**config.mk**
```make
export PLATFORM = sky130hd
export DESIGN_NAME = afc_host
export DESIGN_NICKNAME = d
export VERILOG_FILES = /design/src/inc/afc_pkg.sv /design/src/hdl/afc_buf.sv /design/src/hdl/afc_host.sv
export VERILOG_INCLUDE_DIRS = /design/src /design/src/inc
export SDC_FILE = /design/constraint.sdc
export NUM_CORES = 1
export LEC_CHECK = 0
export ABC_AREA = 1
export BUFFER_PORTS_ARGS = -buffer_cell sky130_fd_sc_hd__buf_2
export CORE_UTILIZATION = 59
export DETAILED_ROUTE_END_ITERATION = 6
export PLACE_DENSITY = 0.81
export SETUP_SLACK_MARGIN = 0.05
export SLEW_MARGIN = 0
export SYNTH_ARGS = -nofsm -noshare
export SYNTH_HDL_FRONTEND = slang
export SYNTH_SLANG_ARGS = --single-unit
export TNS_END_PERCENT = 30
```
**constraint.sdc**
```tcl
create_clock -name sys_clk -period 2.85 [get_ports sys_clk]
set_input_delay 0.57 -clock sys_clk [delete_from_list [all_inputs] [get_ports sys_clk]]
set_output_delay 0.57 -clock sys_clk [all_outputs]
set_load 0.005 [all_outputs]
```
**src/inc/afc_cfg.svh**
```systemverilog
// timing and layout constants for the fifo host controller
`ifndef AFC_CFG_SVH
`define AFC_CFG_SVH
`define AFC_CLK_PERIOD_NS 10
`define AFC_DATA_W 9
`define AFC_DEV_WORDS 2048
`define AFC_BUF_DEPTH 8
`define AFC_T_RS_NS 200
`define AFC_T_RSS_NS 180
`define AFC_T_RSR_NS 35
`define AFC_T_PW_NS 200
`define AFC_T_REC_NS 35
`define AFC_T_RTS_NS 180
`define AFC_T_RTR_NS 35
`define AFC_T_ACC_NS 200
`define AFC_CYC(ns) (((ns) + `AFC_CLK_PERIOD_NS - 1) / `AFC_CLK_PERIOD_NS)
`define AFC_CNT_W 6
`endif

```
**src/inc/afc_pkg.sv**
```systemverilog
// types for the fifo host controller
package afc_pkg;
   typedef enum logic [6:0]
   {
      AFC_RESET = 7'h01,
      AFC_RREC = 7'h02,
      AFC_IDLE = 7'h04,
      AFC_WPULSE = 7'h08,
      AFC_RPULSE = 7'h10,
      AFC_RTPULSE = 7'h20,
      AFC_RECOV = 7'h40
   } afc_state_t;
endpackage

```
**src/hdl/afc_buf.sv**
```systemverilog
// small fifo holding words for the device
`timescale 1ns/10ps
`include "afc_cfg.svh"
module afc_buf
   import afc_pkg::*;
#(
   parameter int WIDTH = `AFC_DATA_W,
   parameter int DEPTH = `AFC_BUF_DEPTH
)
(
   input wire logic sys_clk,
   input wire logic rst,
   input wire logic in_valid,
   output logic in_ready,
   input wire logic [WIDTH-1:0] in_data,
   output logic out_valid,
   input wire logic out_ready,
   output logic [WIDTH-1:0] out_data
);
   localparam int AW = $clog2(DEPTH);
   initial
   begin
      if (DEPTH < 2 || (1 << AW) != DEPTH)
      begin
         $error("depth must be a power of two, at least 2");
      end
   end
   logic [WIDTH-1:0] mem_q [DEPTH];
   logic [AW:0] wr_q;
   logic [AW:0] rd_q;
   logic full;
   logic empty;
   assign full = (wr_q[AW] != rd_q[AW]) && (wr_q[AW-1:0] == rd_q[AW-1:0]);
   assign empty = (wr_q == rd_q);
   assign in_ready = !full;
   assign out_valid = !empty;
   assign out_data = mem_q[rd_q[AW-1:0]];
   // ----------------------------------------
   // storage
   // ----------------------------------------
   always_ff @(posedge sys_clk)
   begin
      if (in_valid && !full)
      begin
         mem_q[wr_q[AW-1:0]] <= in_data;
      end
   end
   always_ff @(posedge sys_clk or posedge rst)
   begin
      if (rst)
      begin
         wr_q <= '0;
      end
      else if (in_valid && !full)
      begin
         wr_q <= wr_q + 1'b1;
      end
   end
   always_ff @(posedge sys_clk or posedge rst)
   begin
      if (rst)
      begin
         rd_q <= '0;
      end
      else if (out_valid && out_ready)
      begin
         rd_q <= rd_q + 1'b1;
      end
   end
endmodule

```
**src/hdl/afc_host.sv**
```systemverilog
// host controller driving the strobe-timed fifo device
//
// Summary of operation
// [RL1] device clears both pointers while clear_all_n is low.
// [RL2] controller resets the device after power-up before any write.
// [RL3] strobes held high setup before and recovery after clear_all_n rises.
// [RL4] replay pulse rewinds device read pointer, write pointer kept.
// [RL5] read strobe high setup before and recovery after replay rises.
// [RL6] controller never replays when configured for depth expansion.
// [RL7] device is single mode if reset with chain_input_n grounded.
// [RL8] one device holds 2048 nine-bit words.
// [RL9] width-expanded devices show identical flags; any one may be watched.
// [RL10] half flag falls on write strobe after half memory filled.
// [RL11] half flag rises on read strobe once fill is half or less.
// [RL12] lead device marked by grounding lead_or_replay_n at reset.
// [RL13] each chain_output_n ties to the next chain_input_n.
// [RL14] depth mode disables half flag; pin is chain output only.
// [RL15] composite flags asserted only when every device asserts them.
// [RL16] chain output pulses on writing and reading last location.
// [RL17] chain output pulse mirrors the causing strobe, delayed. The model drives chain_output_n with no delay.
// [RL18] full and empty follow pointer distance, not physical end.
// [RL19] device ignores writes begun while full_n is low.
// [RL20] device empty: empty_n low, reads inhibited, outputs high impedance; the model keeps driving dev_q.
// [RL21] non-lead device waits for chain pulses before writing, reading. The model writes and reads without waiting for chain_input_n.
// [RL22] pointers wrap from last location to zero.
`timescale 1ns/10ps
`include "afc_cfg.svh"
module afc_host
   import afc_pkg::*;
#(
   parameter int DATA_W = `AFC_DATA_W,
   parameter int DEVICES = 1,
   parameter int BUF_DEPTH = `AFC_BUF_DEPTH
)
(
   input wire logic sys_clk,
   input wire logic rst,
   input wire logic depth_mode,
   input wire logic replay_req,
   input wire logic [DATA_W-1:0] wr_data,
   input wire logic wr_valid,
   output logic wr_ready,
   output logic [DATA_W-1:0] rd_data,
   output logic rd_valid,
   output logic clear_all_n,
   output logic load_pulse_n,
   output logic unload_pulse_n,
   output logic lead_or_replay_n,
   output logic [DATA_W-1:0] dev_d,
   input wire logic [DATA_W-1:0] dev_q,
   input wire logic [DEVICES-1:0] full_n,
   input wire logic [DEVICES-1:0] empty_n,
   input wire logic half_level_n,
   output logic half_full,
   output logic dev_full,
   output logic dev_empty,
   output logic busy
);
   initial
   begin
      if (DEVICES < 1 || DATA_W < 1)
      begin
         $error("at least one device and one data bit required");
      end
   end
   localparam logic [`AFC_CNT_W-1:0] RS_CYC = `AFC_CNT_W'(`AFC_CYC(`AFC_T_RS_NS));
   localparam logic [`AFC_CNT_W-1:0] RSR_CYC = `AFC_CNT_W'(`AFC_CYC(`AFC_T_RSR_NS));
   localparam logic [`AFC_CNT_W-1:0] PW_CYC = `AFC_CNT_W'(`AFC_CYC(`AFC_T_PW_NS));
   localparam logic [`AFC_CNT_W-1:0] REC_CYC = `AFC_CNT_W'(`AFC_CYC(`AFC_T_REC_NS));
   localparam logic [`AFC_CNT_W-1:0] RTR_CYC = `AFC_CNT_W'(`AFC_CYC(`AFC_T_RTR_NS));
   localparam logic [`AFC_CNT_W-1:0] ACC_CYC = `AFC_CNT_W'(`AFC_CYC(`AFC_T_ACC_NS));
   afc_state_t state_q;
   logic [`AFC_CNT_W-1:0] cnt_q;
   logic cnt_done;
   logic [DEVICES-1:0] full_s1_q, full_s2_q, empty_s1_q, empty_s2_q;
   logic half_s1_q, half_s2_q;
   logic [DATA_W-1:0] q_s1_q, q_s2_q;
   logic replay_pend_q;
   logic buf_valid;
   logic buf_take;
   logic [DATA_W-1:0] buf_data;
   logic any_full, all_empty;
   assign cnt_done = (cnt_q == '0);
   // ----------------------------------------
   // pin synchronisers
   // ----------------------------------------
   always_ff @(posedge sys_clk or posedge rst)
   begin
      if (rst)
      begin
         full_s1_q <= '1;
         full_s2_q <= '1;
         empty_s1_q <= '0;
         empty_s2_q <= '0;
         half_s1_q <= 1'b1;
         half_s2_q <= 1'b1;
         q_s1_q <= '0;
         q_s2_q <= '0;
      end
      else
      begin
         full_s1_q <= full_n;
         full_s2_q <= full_s1_q;
         empty_s1_q <= empty_n;
         empty_s2_q <= empty_s1_q;
         half_s1_q <= half_level_n;
         half_s2_q <= half_s1_q;
         q_s1_q <= dev_q;
         q_s2_q <= q_s1_q;
      end
   end
   // [RL15] composite flags across the chain
   assign any_full = (full_s2_q == '0);
   assign all_empty = (empty_s2_q == '0);
   // [RL9] flags of any device serve in width mode
   always_ff @(posedge sys_clk or posedge rst)
   begin
      if (rst)
      begin
         dev_full <= 1'b0;
         dev_empty <= 1'b1;
         half_full <= 1'b0;
      end
      else
      begin
         dev_full <= any_full;
         dev_empty <= all_empty;
         // [RL14] half flag meaningless in depth mode
         half_full <= !depth_mode && !half_s2_q;
      end
   end
   // ----------------------------------------
   // write buffer
   // ----------------------------------------
   afc_buf #(.WIDTH(DATA_W), .DEPTH(BUF_DEPTH)) u_buf
   (
      .sys_clk(sys_clk),
      .rst(rst),
      .in_valid(wr_valid),
      .in_ready(wr_ready),
      .in_data(wr_data),
      .out_valid(buf_valid),
      .out_ready(buf_take),
      .out_data(buf_data)
   );
   // [RL19] never strobe a write while full is shown
   // pending replay holds off the pop, so no word is lost
   assign buf_take = (state_q == AFC_IDLE) && !(replay_pend_q && !depth_mode) && buf_valid && !any_full;
   // ----------------------------------------
   // replay request latch
   // ----------------------------------------
   always_ff @(posedge sys_clk or posedge rst)
   begin
      if (rst)
      begin
         replay_pend_q <= 1'b0;
      end
      // [RL6] replay refused in depth mode
      else if (replay_req && !depth_mode)
      begin
         replay_pend_q <= 1'b1;
      end
      else if (state_q == AFC_RTPULSE)
      begin
         replay_pend_q <= 1'b0;
      end
   end
   // ----------------------------------------
   // strobe sequencer
   // ----------------------------------------
   always_ff @(posedge sys_clk or posedge rst)
   begin
      if (rst)
      begin
         state_q <= AFC_RESET;
         cnt_q <= RS_CYC;
      end
      else
      begin
         case (state_q)
            // [RL2] device reset first after power-up
            AFC_RESET:
            begin
               if (cnt_done)
               begin
                  state_q <= AFC_RREC;
                  cnt_q <= RSR_CYC;
               end
               else
               begin
                  cnt_q <= cnt_q - 1'b1;
               end
            end
            // [RL3] strobes high after reset release
            AFC_RREC:
            begin
               if (cnt_done)
               begin
                  state_q <= AFC_IDLE;
               end
               else
               begin
                  cnt_q <= cnt_q - 1'b1;
               end
            end
            AFC_IDLE:
            begin
               if (replay_pend_q && !depth_mode)
               begin
                  state_q <= AFC_RTPULSE;
                  cnt_q <= PW_CYC;
               end
               else if (buf_take)
               begin
                  state_q <= AFC_WPULSE;
                  cnt_q <= PW_CYC;
               end
               // [RL20] no read while empty shown
               else if (!all_empty)
               begin
                  state_q <= AFC_RPULSE;
                  cnt_q <= (PW_CYC > ACC_CYC) ? PW_CYC : ACC_CYC;
               end
            end
            AFC_WPULSE, AFC_RPULSE:
            begin
               if (cnt_done)
               begin
                  state_q <= AFC_RECOV;
                  cnt_q <= REC_CYC;
               end
               else
               begin
                  cnt_q <= cnt_q - 1'b1;
               end
            end
            // [RL5] read strobe stays high around replay
            AFC_RTPULSE:
            begin
               if (cnt_done)
               begin
                  state_q <= AFC_RECOV;
                  cnt_q <= RTR_CYC;
               end
               else
               begin
                  cnt_q <= cnt_q - 1'b1;
               end
            end
            AFC_RECOV:
            begin
               if (cnt_done)
               begin
                  state_q <= AFC_IDLE;
               end
               else
               begin
                  cnt_q <= cnt_q - 1'b1;
               end
            end
            default:
            begin
               state_q <= AFC_RESET;
               cnt_q <= RS_CYC;
            end
         endcase
      end
   end
   // ----------------------------------------
   // pin drivers
   // ----------------------------------------
   always_ff @(posedge sys_clk or posedge rst)
   begin
      if (rst)
      begin
         clear_all_n <= 1'b0;
         load_pulse_n <= 1'b1;
         unload_pulse_n <= 1'b1;
         lead_or_replay_n <= 1'b0;
         dev_d <= '0;
      end
      else
      begin
         // [RL1] hold device in clear during reset state
         clear_all_n <= (state_q != AFC_RESET);
         load_pulse_n <= !(state_q == AFC_WPULSE && !cnt_done);
         unload_pulse_n <= !(state_q == AFC_RPULSE && !cnt_done);
         // [RL12] lead level held in depth mode, replay pulse otherwise
         lead_or_replay_n <= depth_mode ? 1'b0 : !(state_q == AFC_RTPULSE && !cnt_done);
         if (buf_take)
         begin
            dev_d <= buf_data;
         end
      end
   end
   // ----------------------------------------
   // read capture
   // ----------------------------------------
   always_ff @(posedge sys_clk or posedge rst)
   begin
      if (rst)
      begin
         rd_data <= '0;
         rd_valid <= 1'b0;
      end
      else
      begin
         rd_valid <= (state_q == AFC_RPULSE) && cnt_done;
         if ((state_q == AFC_RPULSE) && cnt_done)
         begin
            rd_data <= q_s2_q;
         end
      end
   end
   assign busy = (state_q != AFC_IDLE);
endmodule

```
# ---- Word level (Yosys, flattened, before mapping)
# Memories as Yosys holds them, arrays and structs flattened. A register that Yosys moved wholly into a read port is not among the register bits.
# Index checks and enable logic that the tools add are counted.
# Widths: inputs -> output; s select.
dict set report word_totals {
  output_inout_bits 28
  mem_bits_rw 72
  memories 1
  inputBits 26
  word_cells 92
  reg_bits 63
}
dict set report op_classes {
  bitwise_logic 2
  n_addsub 3
  n_eq_ne 17
  n_reduce_logical 29
  n_mux 18
}
# name depth width rd rd_clocked_by_memory_dff wr line
set mem_list {}
lappend mem_list {u_buf.mem_q 8 9 1 1 1 afc_buf.sv:28} ;# logic [WIDTH-1:0] mem_q [DEPTH];
# op n
set ops {}
lappend ops {{$mux 7} 6}
lappend ops {{$mux 6} 5}
lappend ops {{$pmux 7 s4} 1}
lappend ops {{$pmux 6 s3} 1}
lappend ops {{$logic_and 1x1->1} 13}
lappend ops {{$logic_not 1->1} 9}
lappend ops {{$add 4x1->4 const B} 2}
lappend ops {{$eq 7x1->1 const B} 1}
lappend ops {{$eq 7x2->1 const B} 1}
lappend ops {{$eq 7x3->1 const B} 1}
lappend ops {{$eq 7x4->1 const B} 1}
lappend ops {{$eq 7x5->1 const B} 1}
lappend ops {{$eq 7x6->1 const B} 1}
lappend ops {{$eq 7x7->1 const B} 1}
lappend ops {{$ne 7x1->1 const B} 1}
lappend ops {{$ne 7x3->1 const B} 1}
lappend ops {{$logic_not 6->1} 1}
lappend ops {{$sub 6x1->6 const B} 1}
lappend ops {{$mux 1} 5}
lappend ops {{$eq 4x4->1} 1}
lappend ops {{$ne 2x1->1 const B} 2}
lappend ops {{$ne 2x2->1 const B} 2}
lappend ops {{$ne 4x2->1 const B} 1}
lappend ops {{$reduce_and 4->1} 1}
lappend ops {{8 further kinds} 9}

# ---- Longest topological paths before layout
# Gate-level depths: netlist of the first run.
dict set report depth {
  ltp_word 9
  depth_mapped 11
  depth_no_buf 11
}

# ---- By module
# From an unflattened synthesis of the first run, not the netlist that was laid out.
dict set report hier_totals {
  cells_unflattened 517
  hier_area_um2 5769.3
}
# mod area_each_um2 cells_per_inst n_inst
set by_module_without_submodules {}
lappend by_module_without_submodules {afc_buf 3358.2 291 1}
lappend by_module_without_submodules {afc_host 2411.1 226 1}

# ---- Least setup slack after synthesis of the first run
# No wires, ideal clock.
dict set report synth_path {
  kind {flip-flop to flip-flop}
  startpoint {register u_buf.rd_q[1]}
  endpoint {memory u_buf.mem_q[1][0] (netlist bit) (enable)}
  arrival_ps 1460
  setup_slack_ps 1015
  synth_period_minus_slack_ps 1835
  stages_incl_launch_ff 9
  setup_ps 374
  t_required_ps 2476
  cell_sequence {dfrtp_1 > buf_4 > nand2_1 > a21oi_4 > nand3b_2 > nand2_2 > inv_2 > nand2_1 > nor2_1}
}
dict set report synth_between {
  elab_chain_cells 6
}
# element line
set synth_lines {}
lappend synth_lines {{from (decl)} afc_buf.sv:30} ;# logic [AW:0] rd_q;
lappend synth_lines {{from (signal assigned)} afc_buf.sv:67} ;# rd_q <= rd_q + 1'b1;
lappend synth_lines {{$eq 3x3->1} afc_buf.sv:33} ;# assign full = (wr_q[AW] != rd_q[AW]) && (wr_q[AW-1:0] == rd_q[AW-1:0]);
lappend synth_lines {{$logic_and 1x1->1} afc_buf.sv:33}
lappend synth_lines {{$logic_not 1->1} -}
lappend synth_lines {{net wr_ready} afc_host.sv:42} ;# output logic wr_ready,
lappend synth_lines {{$logic_and 1x1->1} afc_buf.sv:43} ;# if (in_valid && !full)
lappend synth_lines {{$mux 1} afc_buf.sv:43}
lappend synth_lines {{$mux 1 (implied by the code)} afc_buf.sv:45} ;# mem_q[wr_q[AW-1:0]] <= in_data;
lappend synth_lines {{to (decl)} afc_buf.sv:28}
# The timed path passes the listed nets, and every way through them passes these cells.

# ---- Final worst setup path of the first run
dict set report layout_path {
  startpoint {register u_buf.rd_q[1]}
  endpoint {output port wr_ready}
}
dict set report layout_between {
  elab_chain_cells 3
}
# element line
set layout_lines {}
lappend layout_lines {{$eq 3x3->1} afc_buf.sv:33}
lappend layout_lines {{$logic_and 1x1->1} afc_buf.sv:33}
lappend layout_lines {{$logic_not 1->1} afc_buf.sv:35} ;# assign in_ready = !full;
lappend layout_lines {{to (decl)} afc_host.sv:42}
# No other way between the ends.

==> impl_metrics.json, run 1 <==
{
  "finalHoldViolCount": 0,
  "critPathKind": "reg2out",
  "tns_ns": 0,
  "period_share_pct": 87.32,
  "grt_pass1_wl_um": 19560,
  "p_leak_nw": 3.044,
  "gp_congestion": 0.9508,
  "routed_via_density": 5.545,
  "rsz0062_at_grt": "false",
  "clk_path_buf_depth": 2,
  "end_kind": "output pin",
  "drc": 0,
  "final_common_cell": "nand2_1",
  "dr.max_layer_used": "met4",
  "cts_max_level": 4,
  "wl_met2_um": 5813,
  "rows": 35,
  "grt_max_degree": 38,
  "avgRoutedWirePerCell_um": 16.93,
  "path_buf_inv": 2,
  "cts_resized": 0,
  "gr-total-overflow": 0,
  "swShare_pct": 28.62,
  "drtIter0Drc": 471,
  "relSlewSlack_pct": 46.82,
  "clkSlewWorstSetupHoldPaths_ns": 0.06,
  "cts_buffers": 17,
  "vias": 4059,
  "final-setup-viol-count": 0,
  "n_antenna_cell": 0,
  "worst_pin_slew_ns": 0.7947,
  "min_period_ns": 2.489,
  "power_switching_mw": 1.657,
  "synth_cell_type_count": 34,
  "arrival_ns": 1.92,
  "grt_pass1_vias": 3831,
  "die_h_um": 100.9,
  "maxCapViolCount": 0,
  "drtAntennaViolNets": 0,
  "max_freq_mhz": 401.8,
  "drive_above_1_share_pct": 21.23,
  "cp-start-kind": "flop",
  "cp_max_fo": 20,
  "grt_antenna_before_repair": 0,
  "combPwrFrac_pct": 16.6,
  "cts_tree": "done",
  "cp.required_ns": 2.28,
  "utilization_pct": 72.06,
  "ir_drop_uv": 515.2,
  "syn_avg_cell_area_um2": 10.89,
  "area_growth_syn_to_layout_pct": 16.94,
  "die_w_um": 100.9,
  "outcome": "finished clean",
  "dp_hpwl_um": 8073,
  "syn-num-nets": 559,
  "pin_count": 54,
  "port_buffers": 53,
  "met1Wirelength_um": 5046,
  "grtUsageTotal_pct": 26.51,
  "path_cells": "inv_1, nand2_1, a21oi_4, nand3b_2, buf_2",
  "powerDensity_nw_per_um2": 857.6,
  "pwr-share-clk_pct": 38.4,
  "cts_hold_buffers": 0,
  "internal_power_mw": 4.133,
  "maxSlewViolCount": 0,
  "clkLatencyLatePin_ns": 0.53,
  "holdWs_ns": 0.1348,
  "initial_utilization_pct": 61.62,
  "nNetsFinal": 619,
  "drtPass1Iterations": 6,
  "routed-wl-met3_um": 1098,
  "filler_cell_count": 633,
  "cts_setup_buffers": 0,
  "netlist_area_um2": 5774,
  "ys_seq_elements": 144,
  "worstHoldPathType": "in2reg",
  "routed_wl_um": 12390,
  "fin_skew_ns": 0.006925,
  "seqPwrFrac_pct": 44.9,
  "layout_common_cells": "153 x nand2_1, 72 x edfxtp_1, 71 x nor2_1, 62 x dfrtp_1, 53 x buf_2",
  "netlist_instances": 530,
  "crit_path_max_incr_delay_ns": 0.37,
  "place_ws_ns": 0.6325,
  "yosysWarningCount": 0,
  "setup_ws_ns": 0.3613,
  "yosysSeqAreaShare_pct": 68.86,
  "slowest_stage": "dfrtp_1",
  "power.total_mw": 5.791,
  "cpLargestDelayFamily": "buffers and inverters",
  "die-area_um2": 10190,
  "cts.sinks": 144,
  "cts_root_buffer": "clkbuf_8",
  "core-area_um2": 9371
}
## stage by stage
stage | cells | instance area, um2
floorplan | 530 | 5774
global placement | 700 | 6145
detailed placement | 700 | 6145
CTS | 732 | 6753
global route | 732 | 6753
finish | 732 | 6753
## registers in the layout, indices dropped and copies added, names as in the netlist, 4 cells and up
| name | cells |
|---|---|
| u_buf.rd_q | 4 |
| dev_d | 9 |
| u_buf.mem_q | 72 |
| rd_data | 9 |
| q_s1_q | 9 |
| state_q | 7 |
| cnt_q | 6 |
| u_buf.wr_q | 4 |
| q_s2_q | 9 |
## power groups by stage
stage / Sequential, mW / Clock (mW) / Combinational (mW)
2_1_floorplan: 2.60 / 0 / 0.692
3_3_place_gp: 2.62 / 0 / 0.895
3_5_place_dp: 2.63 / 0 / 0.931
4_1_cts: 2.60 / 2.24 / 0.953
5_1_grt: 2.63 / 2.32 / 1.07
6_report: 2.60 / 2.23 / 0.964
## synth_stat cells
library cell  instances  area share (%)
clkinv_2              1           0.087
dfrtp_1              62              27
nor3_1                1           0.087
clkinv_1              1           0.065
a22o_1                1            0.15
o21ai_1               6            0.52
nand3_1              13             1.1
o22ai_1              20             2.2
edfxtp_1             72              37
o21bai_1              1            0.13
nor2_8                1            0.35
o21ai_0              35             3.0
nor2_1               71             4.6
inv_2                 5            0.33
nand4_1               1            0.11
inv_4                 2            0.22
dfstp_2              10             4.6
nand3_2               2            0.35
xor2_1                5            0.76
nand2_1             153             9.9
buf_2                 4            0.35
nand3b_2              1            0.20
nor2_4                1            0.20
buf_6                 3            0.59
clkbuf_1              6            0.39
a21oi_4               1            0.28
ha_1                  3            0.65
nor2_2                3            0.33
nand3_4               1            0.30
inv_1                28             1.8
a21oi_1               2            0.17
nand2_4               3            0.59
nand2_2               8            0.87
buf_4                 3            0.39
## worst paths after layout
path / endpoint / start / slack (ns) / cells past startpoint
worst max-delay path: wr_ready / u_buf.rd_q[1] / 0.36 / 5
worst min-delay path: half_s1_q / half_level_n / 0.13 / 1
worst max register to register: u_buf.mem_q[3][7] / u_buf.rd_q[0] / 0.53 / 8
worst min register to register: q_s2_q[6] / q_s1_q[6] / 0.35 / 0
max in group asynchronous: full_s2_q / rst / 1.95 / 3
min in group asynchronous: replay_pend_q / rst / 0.19 / 2
## per-layer routing
metal	GRT usage (%)	up-vias
met1	36.80	1906
met4	13.15	0
met3	5.340	50
met2	40.41	234
met5	0	-
li1	-	1869
## area by class of cell
class / instances / area, um2 / area share (%)
tap: 129 / 161.4 / 2.390
timing repair buffer: 57 / 307.8 / 4.558
multi-input combinational: 333 / 1554 / 23.01
inverter: 37 / 145.1 / 2.149
sequential: 144 / 3976 / 58.88
clock inverter: 9 / 87.58 / 1.297
clock buffer: 23 / 520.5 / 7.708
## cells by family after synthesis
kind of cell	share of synthesized area, %
XOR/XNOR	0.7584
adder cells (fa/ha/maj)	0.6501
AND/OR/NAND/NOR	19.05
buffers and inverters	4.225
AO/OA/AOI/OAI	6.457
flip-flops	68.86
Power figures use the tool's default switching activity.
==> run 2: changes to the inputs <==
PLACE_DENSITY = 0.79   (was 0.81)
==> impl_metrics.json, run 2 (synthesis results as in run 1) <==
{
  "reg2reg_from": "u_buf.rd_q[0]",
  "cpLargestDelayFamily": "buffers and inverters",
  "worst_pin_slew_ns": 0.8308,
  "grt_pass1_vias": 3970,
  "powerDensity_nw_per_um2": 851.6,
  "fin_skew_ns": 0.009772,
  "nNetsFinal": 620,
  "relSlewSlack_pct": 44.41,
  "cts_buffers": 17,
  "pwr-share-clk_pct": 37.8,
  "die_h_um": 100.9,
  "tns_ns": 0,
  "drc": 0,
  "min_period_ns": 2.483,
  "routed-wl-met3_um": 1044,
  "pin_count": 54,
  "dr.max_layer_used": "met4",
  "vias": 4036,
  "cp-start-kind": "flop",
  "multi_input_area_um2": 1554,
  "min_path_cells": 1,
  "worstHoldPathType": "in2reg",
  "routed_via_density": 5.506,
  "rows": 35,
  "whs_endpoint": "full_s1_q",
  "cts_setup_buffers": 0,
  "combPwrFrac_pct": 16.8,
  "core-area_um2": 9371,
  "p_leak_nw": 3.038,
  "finalHoldViolCount": 0,
  "cp_max_fo": 20,
  "holdWs_ns": 0.1602,
  "power_switching_mw": 1.725,
  "maxCapViolCount": 0,
  "seqCellArea_um2": 3976,
  "gr-total-overflow": 0,
  "final-setup-viol-count": 0,
  "wl_met2_um": 6011,
  "gp_congestion": 0.8919,
  "internal_power_mw": 4.009,
  "max_freq_mhz": 402.7,
  "hold_start": "full_n",
  "critPathKind": "reg2out",
  "maxSlewViolCount": 0,
  "cts_root_buffer": "clkbuf_8",
  "drtAntennaViolNets": 0,
  "crit_path_max_incr_delay_ns": 0.40,
  "grt_pass1_wl_um": 20140,
  "seqPwrFrac_pct": 45.4,
  "slowest_stage": "dfrtp_1",
  "die-area_um2": 10190,
  "cts.sinks": 144,
  "arrival_ns": 1.91,
  "largest_reg_flops": 72,
  "drtPass1Iterations": 6,
  "clk_path_buf_depth": 2,
  "rsz0062_at_grt": "false",
  "met1Wirelength_um": 5302,
  "swShare_pct": 30.09,
  "n_antenna_cell": 0,
  "clkSlewWorstSetupHoldPaths_ns": 0.06,
  "grt_antenna_before_repair": 0,
  "r2r_slack_ns": 0.57,
  "die_w_um": 100.9,
  "drive_above_1_share_pct": 21.52,
  "path_buf_inv": 2,
  "dp_hpwl_um": 8469,
  "r2r_end": "u_buf.mem_q[6][1]",
  "clkLatencyLatePin_ns": 0.51,
  "ir_drop_uv": 541.3,
  "layout_common_cells": "153 x nand2_1, 72 x edfxtp_1, 71 x nor2_1, 62 x dfrtp_1, 53 x buf_2",
  "area_growth_syn_to_layout_pct": 16.62,
  "drtIter0Drc": 426,
  "grt_max_degree": 39,
  "reg2regPathDepth": 9,
  "cts_hold_buffers": 0,
  "filler_cell_count": 646,
  "end_kind": "output pin",
  "port_buffers": 53,
  "path_cells": "inv_1, nand2_1, a21oi_4, nand3b_2, buf_2",
  "final_common_cell": "nand2_1",
  "outcome": "finished clean",
  "cts_resized": 0,
  "initial_utilization_pct": 61.62,
  "avgRoutedWirePerCell_um": 17.35,
  "cts_tree": "done",
  "cts_max_level": 4,
  "grtUsageTotal_pct": 27.11,
  "routed_wl_um": 12720,
  "cp.required_ns": 2.28,
  "period_share_pct": 87.12
}
## run 2: changes by cell type in the layout (fill, tap and decap cells not counted), sizes merged
cell    delta
buf        +1
clkbuf     -5
inv        +5
## run 2: layout make-up
cell class	count	share of cell area (%)
clock inverters	14	2.118
inverters	37	2.155
repair buffers	58	4.682
clock buffers	18	6.522
multi-input cells	333	23.08
flip-flops and latches	144	59.05
well taps	129	2.397
## run 2: power groups by stage
stage / registers [mW] / logic, mW / clock network (mW)
2_1_floorplan: 2.60 / 0.692 / 0
3_3_place_gp: 2.63 / 0.905 / 0
3_5_place_dp: 2.64 / 0.939 / 0
4_1_cts: 2.60 / 0.950 / 2.19
5_1_grt: 2.63 / 1.08 / 2.28
6_report: 2.61 / 0.962 / 2.17
## run 2: worst max path at each step
stage / startpoint / endpoint / slack, ns / cells past startpoint
4_1_cts: u_buf.rd_q[1] / wr_ready / 0.36 / 5
3_5_place_dp: u_buf.rd_q[0] / u_buf.mem_q[6][6] / 0.62 / 9
6_report: u_buf.rd_q[1] / wr_ready / 0.37 / 5
5_1_grt: u_buf.rd_q[1] / wr_ready / 0.25 / 5
3_3_place_gp: u_buf.rd_q[0] / u_buf.mem_q[6][6] / 0.77 / 9
2_1_floorplan: rst / clear_all_n / 0.47 / 1
## run 2: metrics by stage
step	power (mW)	std cells	setup slack [ns]	util, %	area [um2]
after floorplan	3.288	530	0.4716	-	5774
after global placement	3.530	701	0.7656	65.65	6152
after detailed placement	3.578	701	0.6221	65.65	6152
after CTS	5.739	733	0.3566	71.86	6734
after global routing	5.995	733	0.2502	71.86	6734
final	5.734	733	0.3670	71.86	6734
## run 2: routing by layer
layer  vias up  track usage, %
met5         -               0
met4         0           10.59
met3        39           6.380
met2       207           41.78
met1      1920           37.76
li1       1870               -
